==> config.mk <==
export PLATFORM = sky130hd
export DESIGN_NAME = succ_top
export DESIGN_NICKNAME = d
export VERILOG_FILES = /design/src/rtl/succ_pkg.sv /design/src/rtl/succ_crc32.sv /design/src/rtl/succ_op_track.sv /design/src/rtl/succ_top.sv
export SDC_FILE = /design/constraint.sdc
export NUM_CORES = 1
export LEC_CHECK = 0
export ABC_CLOCK_PERIOD_IN_PS = 8780
export BUFFER_PORTS_ARGS = -buffer_cell sky130_fd_sc_hd__buf_2
export CAP_MARGIN = 20
export CORE_ASPECT_RATIO = 1.1
export CORE_MARGIN = 3
export CORE_UTILIZATION = 40
export DETAILED_ROUTE_END_ITERATION = 12
export GPL_TIMING_DRIVEN = 1
export MAX_ROUTING_LAYER = met4
export PLACE_DENSITY = 0.59
export SETUP_SLACK_MARGIN = 0.15
export SLEW_MARGIN = 40
export SYNTH_ARGS = -nofsm -noshare
export SYNTH_HDL_FRONTEND = slang
export SYNTH_HIERARCHICAL = 1
export SYNTH_SLANG_ARGS = --single-unit
==> constraint.sdc <==
create_clock -name clk_i -period 8.78 [get_ports clk_i]
set_clock_uncertainty 0.05 [all_clocks]
set_input_delay 1.317 -clock clk_i [delete_from_list [all_inputs] [get_ports clk_i]]
set_output_delay 1.317 -clock clk_i [all_outputs]
set_load 0.02 [all_outputs]
==> src/rtl/succ_pkg.sv <==
package succ_pkg;

   // ----------------------------------------
   // Bus geometry
   // ----------------------------------------
   localparam int SUCC_AW = 5;
   localparam int SUCC_DW = 32;

   // ----------------------------------------
   // Register indices, byte address is index times four
   // ----------------------------------------
   localparam logic [2:0] SUCC_IDX_CMD = 3'h0;
   localparam logic [2:0] SUCC_IDX_STAT = 3'h0;
   localparam logic [2:0] SUCC_IDX_CRC_ADDR = 3'h2;
   localparam logic [2:0] SUCC_IDX_CRC_LEN = 3'h3;
   localparam logic [2:0] SUCC_IDX_CRC_RES = 3'h4;
   // Status shares word 0 with the trigger byte, in lane 1
   localparam int SUCC_STAT_LANE = 1;

   // ----------------------------------------
   // Command trigger bits
   // ----------------------------------------
   localparam int SUCC_CMD_RST = 0;
   localparam int SUCC_CMD_CRC = 1;
   localparam int SUCC_CMD_BIST = 3;
   localparam int SUCC_CMD_ERASE = 4;

   // ----------------------------------------
   // Status bits
   // ----------------------------------------
   localparam int SUCC_ST_CRC_DONE = 0;
   localparam int SUCC_ST_BIST_DONE = 1;
   localparam int SUCC_ST_ERASE_DONE = 2;
   localparam int SUCC_ST_BIST_FAIL = 3;
   localparam int SUCC_ST_CRC_BUSY = 4;
   localparam int SUCC_ST_BIST_BUSY = 5;
   localparam int SUCC_ST_ERASE_BUSY = 6;
   localparam int SUCC_ST_GUARD = 7;

   // ----------------------------------------
   // Reset values and CRC constants
   // ----------------------------------------
   localparam logic [7:0] SUCC_CMD_RST_VAL = 8'h00;
   localparam logic [7:0] SUCC_STAT_RST_VAL = 8'h00;
   localparam logic [31:0] SUCC_CRC_ADDR_RST = 32'h0000_0000;
   localparam logic [31:0] SUCC_CRC_LEN_RST = 32'h0000_0000;
   localparam logic [31:0] SUCC_CRC_SEED = 32'hFFFF_FFFF;
   localparam logic [31:0] SUCC_CRC_POLY = 32'hEDB8_8320;
   localparam logic [31:0] SUCC_WORD_STEP = 32'h0000_0004;

   // ----------------------------------------
   // State types
   // ----------------------------------------
   typedef enum logic [1:0] {
      SUCC_CRC_IDLE = 2'b00,
      SUCC_CRC_READ = 2'b01,
      SUCC_CRC_DONE = 2'b10
   } succ_crc_state_t;

   typedef enum logic {
      SUCC_OP_IDLE = 1'b0,
      SUCC_OP_BUSY = 1'b1
   } succ_op_state_t;

   // Byte-lane merge shared by the CRC address and length registers
   function automatic logic [31:0] succ_merge(input logic [31:0] old_v,
                                              input logic [31:0] new_v,
                                              input logic [3:0] sel);
      logic [31:0] r;
      r = old_v;
      for (int i = 0; i < 4; i++) begin
         if (sel[i]) begin
            r[i*8 +: 8] = new_v[i*8 +: 8];
         end
      end
      return r;
   endfunction

endpackage

==> src/rtl/succ_crc32.sv <==
`timescale 1ns/1ps
module succ_crc32
   import succ_pkg::*;
(
   // Clock and reset
   input wire logic clk_i,
   input wire logic rst_i,
   input wire logic ce_i,
   // Control
   input wire logic start_i,
   input wire logic abort_i,
   input wire logic [31:0] base_i,
   input wire logic [31:0] len_i,
   // Memory read port
   output logic mem_req_o,
   output logic [31:0] mem_addr_o,
   input wire logic [31:0] mem_rdata_i,
   input wire logic mem_ack_i,
   // Result
   output logic busy_o,
   output logic done_o,
   output logic [31:0] result_o
);

   succ_crc_state_t state;
   logic [31:0] crc;
   logic [31:0] remain;

   // Reflected CRC-32, one word per memory answer, low bit first
   function automatic logic [31:0] crc_word(input logic [31:0] c_in,
                                            input logic [31:0] d);
      logic [31:0] c;
      c = c_in;
      for (int i = 0; i < 32; i++) begin
         c = (c[0] ^ d[i]) ? ((c >> 1) ^ SUCC_CRC_POLY) : (c >> 1);
      end
      return c;
   endfunction

   assign mem_req_o = (state == SUCC_CRC_READ);
   assign busy_o = (state != SUCC_CRC_IDLE);

   // ----------------------------------------
   // Walker
   // ----------------------------------------
   always_ff @(posedge clk_i) begin
      if (rst_i || (ce_i && abort_i)) begin
         state <= SUCC_CRC_IDLE;
         crc <= SUCC_CRC_SEED;
         remain <= SUCC_CRC_LEN_RST;
         mem_addr_o <= SUCC_CRC_ADDR_RST;
         done_o <= 1'b0;
         result_o <= SUCC_CRC_SEED;
      end else if (ce_i) begin
         done_o <= 1'b0;
         case (state)
            SUCC_CRC_IDLE: begin
               if (start_i) begin
                  crc <= SUCC_CRC_SEED;
                  remain <= len_i;
                  mem_addr_o <= base_i;
                  state <= (len_i == SUCC_CRC_LEN_RST) ? SUCC_CRC_DONE : SUCC_CRC_READ;
               end
            end
            SUCC_CRC_READ: begin
               if (mem_ack_i) begin
                  crc <= crc_word(crc, mem_rdata_i);
                  mem_addr_o <= mem_addr_o + SUCC_WORD_STEP;
                  remain <= remain - 32'h0000_0001;
                  if (remain == 32'h0000_0001) begin
                     state <= SUCC_CRC_DONE;
                  end
               end
            end
            SUCC_CRC_DONE: begin
               result_o <= ~crc;
               done_o <= 1'b1;
               state <= SUCC_CRC_IDLE;
            end
            default: state <= SUCC_CRC_IDLE;
         endcase
      end
   end

endmodule

==> src/rtl/succ_op_track.sv <==
`timescale 1ns/1ps
module succ_op_track
   import succ_pkg::*;
(
   // Clock and reset
   input wire logic clk_i,
   input wire logic rst_i,
   input wire logic ce_i,
   // Control
   input wire logic start_i,
   input wire logic abort_i,
   // Engine handshake
   output logic start_o,
   input wire logic done_i,
   input wire logic fail_i,
   // Result
   output logic busy_o,
   output logic done_o,
   output logic fail_o
);

   succ_op_state_t state;

   assign busy_o = (state == SUCC_OP_BUSY);

   // ----------------------------------------
   // Tracker
   // ----------------------------------------
   // Starts while busy are dropped, the engine takes one job at a time
   always_ff @(posedge clk_i) begin
      if (rst_i || (ce_i && abort_i)) begin
         state <= SUCC_OP_IDLE;
         start_o <= 1'b0;
         done_o <= 1'b0;
         fail_o <= 1'b0;
      end else if (ce_i) begin
         start_o <= 1'b0;
         done_o <= 1'b0;
         fail_o <= 1'b0;
         case (state)
            SUCC_OP_IDLE: begin
               if (start_i) begin
                  state <= SUCC_OP_BUSY;
                  start_o <= 1'b1;
               end
            end
            SUCC_OP_BUSY: begin
               if (done_i) begin
                  state <= SUCC_OP_IDLE;
                  done_o <= 1'b1;
                  fail_o <= fail_i;
               end
            end
            default: state <= SUCC_OP_IDLE;
         endcase
      end
   end

endmodule

==> src/rtl/succ_top.sv <==
// Contract
// - Writing one to bit 4 starts chip erase
// - Writing one to bit 3 starts memory self-test
// - Writing one to bit 1 starts CRC-32
// - Writing one to bit 0 resets the unit
// - Zeros written to trigger bits do nothing
// - Bank takes 8, 16 and 32-bit accesses
// - Bytes and halfwords reachable by byte enables
// - Guarded writes ignored while protection enabled
// - Debugger writes bypass the write guard
`timescale 1ns/1ps
module succ_top
   import succ_pkg::*;
(
   // Clock, reset, enable
   input wire logic clk_i,
   input wire logic rst_i,
   input wire logic ce_i,
   // Wishbone slave
   input wire logic wb_cyc_i,
   input wire logic wb_stb_i,
   input wire logic wb_we_i,
   input wire logic [SUCC_AW-1:0] wb_adr_i,
   input wire logic [3:0] wb_sel_i,
   input wire logic [SUCC_DW-1:0] wb_dat_i,
   output logic [SUCC_DW-1:0] wb_dat_o,
   output logic wb_ack_o,
   // Access guard
   input wire logic guard_protect_i,
   input wire logic debug_access_i,
   // Chip erase engine
   output logic erase_start_o,
   input wire logic erase_done_i,
   // Memory self-test engine
   output logic bist_start_o,
   input wire logic bist_done_i,
   input wire logic bist_fail_i,
   // Memory read port for CRC
   output logic mem_req_o,
   output logic [31:0] mem_addr_o,
   input wire logic [31:0] mem_rdata_i,
   input wire logic mem_ack_i,
   // Soft reset strobe
   output logic soft_reset_o
);

   // ----------------------------------------
   // Bus decode
   // ----------------------------------------
   wire [2:0] idx = wb_adr_i[4:2];
   wire req = wb_cyc_i && wb_stb_i;
   wire wr_fire = ce_i && req && wb_we_i && wb_ack_o;
   // Debugger traffic is never guarded
   wire wr_ok = wr_fire && (!guard_protect_i || debug_access_i);
   wire cmd_wr = wr_ok && (idx == SUCC_IDX_CMD) && wb_sel_i[0];
   wire stat_wr = wr_ok && (idx == SUCC_IDX_STAT) && wb_sel_i[SUCC_STAT_LANE];
   wire addr_wr = wr_ok && (idx == SUCC_IDX_CRC_ADDR);
   wire len_wr = wr_ok && (idx == SUCC_IDX_CRC_LEN);

   // Only ones act; reset in the same write wins over the starts
   wire cmd_rst = cmd_wr && wb_dat_i[SUCC_CMD_RST];
   wire cmd_crc = cmd_wr && wb_dat_i[SUCC_CMD_CRC] && !cmd_rst;
   wire cmd_bist = cmd_wr && wb_dat_i[SUCC_CMD_BIST] && !cmd_rst;
   wire cmd_erase = cmd_wr && wb_dat_i[SUCC_CMD_ERASE] && !cmd_rst;
   wire unit_rst = rst_i || (ce_i && cmd_rst);

   // ----------------------------------------
   // Registers and engine wires
   // ----------------------------------------
   logic [31:0] crc_addr;
   logic [31:0] crc_len;
   logic [31:0] crc_result;
   logic crc_done_flag;
   logic bist_done_flag;
   logic erase_done_flag;
   logic bist_fail_flag;
   logic crc_busy;
   logic crc_done;
   logic bist_busy;
   logic bist_done;
   logic bist_fail;
   logic erase_busy;
   logic erase_done;

   // ----------------------------------------
   // Engines
   // ----------------------------------------
   succ_crc32 u_crc (
      .clk_i(clk_i),
      .rst_i(rst_i),
      .ce_i(ce_i),
      .start_i(cmd_crc),
      .abort_i(cmd_rst),
      .base_i(crc_addr),
      .len_i(crc_len),
      .mem_req_o(mem_req_o),
      .mem_addr_o(mem_addr_o),
      .mem_rdata_i(mem_rdata_i),
      .mem_ack_i(mem_ack_i),
      .busy_o(crc_busy),
      .done_o(crc_done),
      .result_o(crc_result)
   );

   succ_op_track u_bist (
      .clk_i(clk_i),
      .rst_i(rst_i),
      .ce_i(ce_i),
      .start_i(cmd_bist),
      .abort_i(cmd_rst),
      .start_o(bist_start_o),
      .done_i(bist_done_i),
      .fail_i(bist_fail_i),
      .busy_o(bist_busy),
      .done_o(bist_done),
      .fail_o(bist_fail)
   );

   succ_op_track u_erase (
      .clk_i(clk_i),
      .rst_i(rst_i),
      .ce_i(ce_i),
      .start_i(cmd_erase),
      .abort_i(cmd_rst),
      .start_o(erase_start_o),
      .done_i(erase_done_i),
      .fail_i(1'b0),
      .busy_o(erase_busy),
      .done_o(erase_done),
      .fail_o()
   );

   // ----------------------------------------
   // Read selection
   // ----------------------------------------
   wire [7:0] status = {guard_protect_i, erase_busy, bist_busy, crc_busy,
                        bist_fail_flag, erase_done_flag, bist_done_flag, crc_done_flag};
   // Trigger register is write-only and always reads zero
   // Status sits in lane 1 of the trigger word
   wire [31:0] rd_word =
      (idx == SUCC_IDX_CMD) ? {16'h0000, status, SUCC_CMD_RST_VAL} :
      (idx == SUCC_IDX_CRC_ADDR) ? crc_addr :
      (idx == SUCC_IDX_CRC_LEN) ? crc_len :
      (idx == SUCC_IDX_CRC_RES) ? crc_result : 32'h0000_0000;
   // Unselected lanes read zero so narrow reads stay clean
   wire [31:0] lane_mask = {{8{wb_sel_i[3]}}, {8{wb_sel_i[2]}},
                            {8{wb_sel_i[1]}}, {8{wb_sel_i[0]}}};

   // ----------------------------------------
   // Bus answer
   // ----------------------------------------
   // One wait state: ack follows the request edge, drops the cycle after
   always_ff @(posedge clk_i) begin
      if (rst_i) begin
         wb_ack_o <= 1'b0;
         wb_dat_o <= 32'h0000_0000;
      end else if (ce_i) begin
         wb_ack_o <= req && !wb_ack_o;
         wb_dat_o <= (req && !wb_ack_o && !wb_we_i) ? (rd_word & lane_mask) : 32'h0000_0000;
      end
   end

   // ----------------------------------------
   // Configuration registers
   // ----------------------------------------
   always_ff @(posedge clk_i) begin
      if (unit_rst) begin
         crc_addr <= SUCC_CRC_ADDR_RST;
         crc_len <= SUCC_CRC_LEN_RST;
      end else if (ce_i) begin
         if (addr_wr) begin
            crc_addr <= succ_merge(crc_addr, wb_dat_i, wb_sel_i);
         end
         if (len_wr) begin
            crc_len <= succ_merge(crc_len, wb_dat_i, wb_sel_i);
         end
      end
   end

   // ----------------------------------------
   // Completion flags
   // ----------------------------------------
   // Write one to clear; a completion in the clear cycle still sets
   wire [3:0] clr = stat_wr ? wb_dat_i[SUCC_STAT_LANE*8 +: 4] : 4'h0;
   always_ff @(posedge clk_i) begin
      if (unit_rst) begin
         crc_done_flag <= SUCC_STAT_RST_VAL[SUCC_ST_CRC_DONE];
         bist_done_flag <= SUCC_STAT_RST_VAL[SUCC_ST_BIST_DONE];
         erase_done_flag <= SUCC_STAT_RST_VAL[SUCC_ST_ERASE_DONE];
         bist_fail_flag <= SUCC_STAT_RST_VAL[SUCC_ST_BIST_FAIL];
      end else if (ce_i) begin
         crc_done_flag <= crc_done || (crc_done_flag && !clr[SUCC_ST_CRC_DONE]);
         bist_done_flag <= bist_done || (bist_done_flag && !clr[SUCC_ST_BIST_DONE]);
         erase_done_flag <= erase_done || (erase_done_flag && !clr[SUCC_ST_ERASE_DONE]);
         bist_fail_flag <= bist_fail || (bist_fail_flag && !clr[SUCC_ST_BIST_FAIL]);
      end
   end

   // ----------------------------------------
   // Soft reset strobe
   // ----------------------------------------
   always_ff @(posedge clk_i) begin
      if (rst_i) begin
         soft_reset_o <= 1'b0;
      end else if (ce_i) begin
         soft_reset_o <= cmd_rst;
      end
   end
endmodule
==> summary.md <==
| Metric | Value |
|---|---|
| First-pass GRT wire length | `65800 um` |
| Port Buffers | `151` |
| CP required | `9.14 ns` |
| Register area | `4810 um2` |
| Detail Placement HPWL | `32400 um` |
| Drt pass-1 iters | `5` |
| Sw Share | `35.8%` |
| Design Area, Final | `16000 um2` |
| Slew @ Worst Pin | `0.819 ns` |
| Fin crit period | `4.71 ns` |
| Synth warnings | `6` |
| Min Hold Slack | `0.394 ns` |
| Clock-pin slew on the worst setup and hold paths | `0.06 ns` |
| Slew Viols, Final | `0` |
| RSZ-0062 raised after global routing | `no` |
| Remaining routing DRC violations | `0` |
| Initial antenna violation count | `1` |
| CTS tree | `done` |
| Maxcap violations | `0` |
| Clock Power Share | `20.9%` |
| LEAKAGE | `6.60 nW` |
| Total grt overflow | `0` |
| Switch Pwr | `1.83 mW` |
| Maximum vdd ir drop | `0.340 mV` |
| Footprint of the multi-input gates | `8880 um2` |
| CTS Hold Bufs | `0` |
| CTS Buf Count | `25` |
| Cell-internal power | `3.29 mW` |
| Layout area overhead | `13.2%` |
| Finish-stage setup viols | `0` |
| Syn nets | `1638` |
| Die Wd | `185 um` |
| Post-Syn Area per Cell | `9.13 um2` |
| Period utilisation layout | `53.6%` |
| Root buf cell | `clkbuf_16` |
| Mapped Cells | `1550` |
| CP Capture Type | `flop` |
| Vias per cell | `5.54` |
| GRT Total Usage | `23.0%` |
| Fill count | `3361` |
| Relative slew slack | `45.4%` |
| Startpoint types | `input pin` |
| Mapped cell area | `14100 um2` |
| Logic pwr share | `57.8%` |
| Sequential share of power | `21.3%` |
| Worst skew pair latency | `0.53 ns` |
| Most common cell after layout, fill and taps aside | `dfxtp_1` |
| Worst setup margin | `4.07 ns` |
| Dpl ws | `3.57 ns` |
| Arrival @ worst endpoint | `5.06 ns` |
| Placed insts | `2059` |
| Fmax | `212 MHz` |
| Initial Utilization | `40.9%` |
| Min-Delay Path Class | `flop to flop` |
| GPL Wtd Cong | `0.946` |
| Drt total wl | `43200 um` |
| Max clock buf depth | `3` |
| CP Max Fanout | `8` |
| Share of cells above drive strength 1 | `16.1%` |
| Pwr/cell area | `319 nW/um2` |
| Final ANT Viol Nets | `0` |
| # Post-CTS Setup Buffers | `0` |
| Core ar. | `34600 um2` |
| Number of H-tree levels | `1` |
| Finished Layout Cells | `2101` |
| DIE AREA | `37700 um2` |
| # resized after CTS | `0` |
| CTS sink count | `240` |
| Pin count of the biggest net entering global routing | `66` |
| TNS Setup | `0 ns` |
| I/O Pins | `154` |
| Routed WL per cell | `20.6 um` |
| Cell area after placement | `15200 um2` |
| Commonest cells after routing, fill and taps aside | `dfxtp_1, xnor2_1, buf_2` |
| Status | `completed` |
| Vias in the first global route | `11000` |
| Fin. Hold Viols | `0` |
| NumNets Final | `1736` |
| Routed via count | `11600` |
| Die height | `203 um` |
| Number of DRC markers in iteration 0 | `846` |
| CP Class | `input pin to flop` |
| Row Count | `71` |
## flip-flops by register name, summed over array words and instances (netlist names), 2 cells and up
name	count
u_crc/crc	32
u_crc/state	2
u_crc/remain	32
u_crc/result_o	32
u_crc/mem_addr_o	32
crc_addr	32
crc_len	32
wb_dat_o	32
## layout make-up
cell class	count	area share, %
Tap cell	438	3.42
Clock inverter	4	0.484
Timing Repair Buffer	164	5.40
Inverter	26	0.609
Multi-Input combinational cell	1191	55.5
Antenna cell	1	0.0156
Clock buffer	37	4.62
Sequential cell	240	30.0
## critical path: stages
cell and delay (ns):
buf_2 0.12, xnor2_2 0.62, xnor2_1 0.32, xnor3_1 0.58
xnor3_1 0.48, xnor3_2 0.40, xnor2_2 0.34, xor2_1 0.31
xnor3_1 0.28, o32a_1 0.29
## routing by layer
layer	vias up	track usage, %	routed length, um
met5	-	-	0
met4	0	7.16	1290
met3	69	2.10	1930
met2	325	38.2	21300
met1	5552	29.8	18700
li1	5692	-	-
## power groups by stage
stage	registers [mW]	logic, mW	clock network, mW
floorplan	1.11	2.46	0
global placement	1.11	2.96	0
detailed placement	1.11	2.96	0
CTS	1.09	2.98	1.09
global route	1.09	3.14	1.13
finish	1.09	2.96	1.07
## final timing paths
| path | from | end | slack, ns | cells after the start |
|---|---|---|---|---|
| worst min register to register | wb_dat_o[18]$_SDFFE_PP0P_ | wb_dat_o[18]$_SDFFE_PP0P_ | 0.39 | 2 |
| worst min-delay path | wb_dat_o[18]$_SDFFE_PP0P_ | wb_dat_o[18]$_SDFFE_PP0P_ | 0.39 | 2 |
| worst max register to register | u_crc/crc[3]$_SDFFE_PP1P_ | u_crc/crc[17]$_SDFFE_PP1P_ | 4.52 | 9 |
| worst max-delay path | mem_rdata_i[8] | u_crc/crc[17]$_SDFFE_PP1P_ | 4.07 | 10 |
## through the flow
| stage | utilization (%) | power, mW |
|---|---|---|
| 2_1_floorplan | - | 3.57 |
| 3_3_place_gp | 43.9 | 4.07 |
| 3_5_place_dp | 44.0 | 4.07 |
| 4_1_cts | 46.3 | 5.16 |
| 5_1_grt | 46.4 | 5.36 |
| 6_report | 46.4 | 5.12 |
Power figures use the tool's default switching activity.
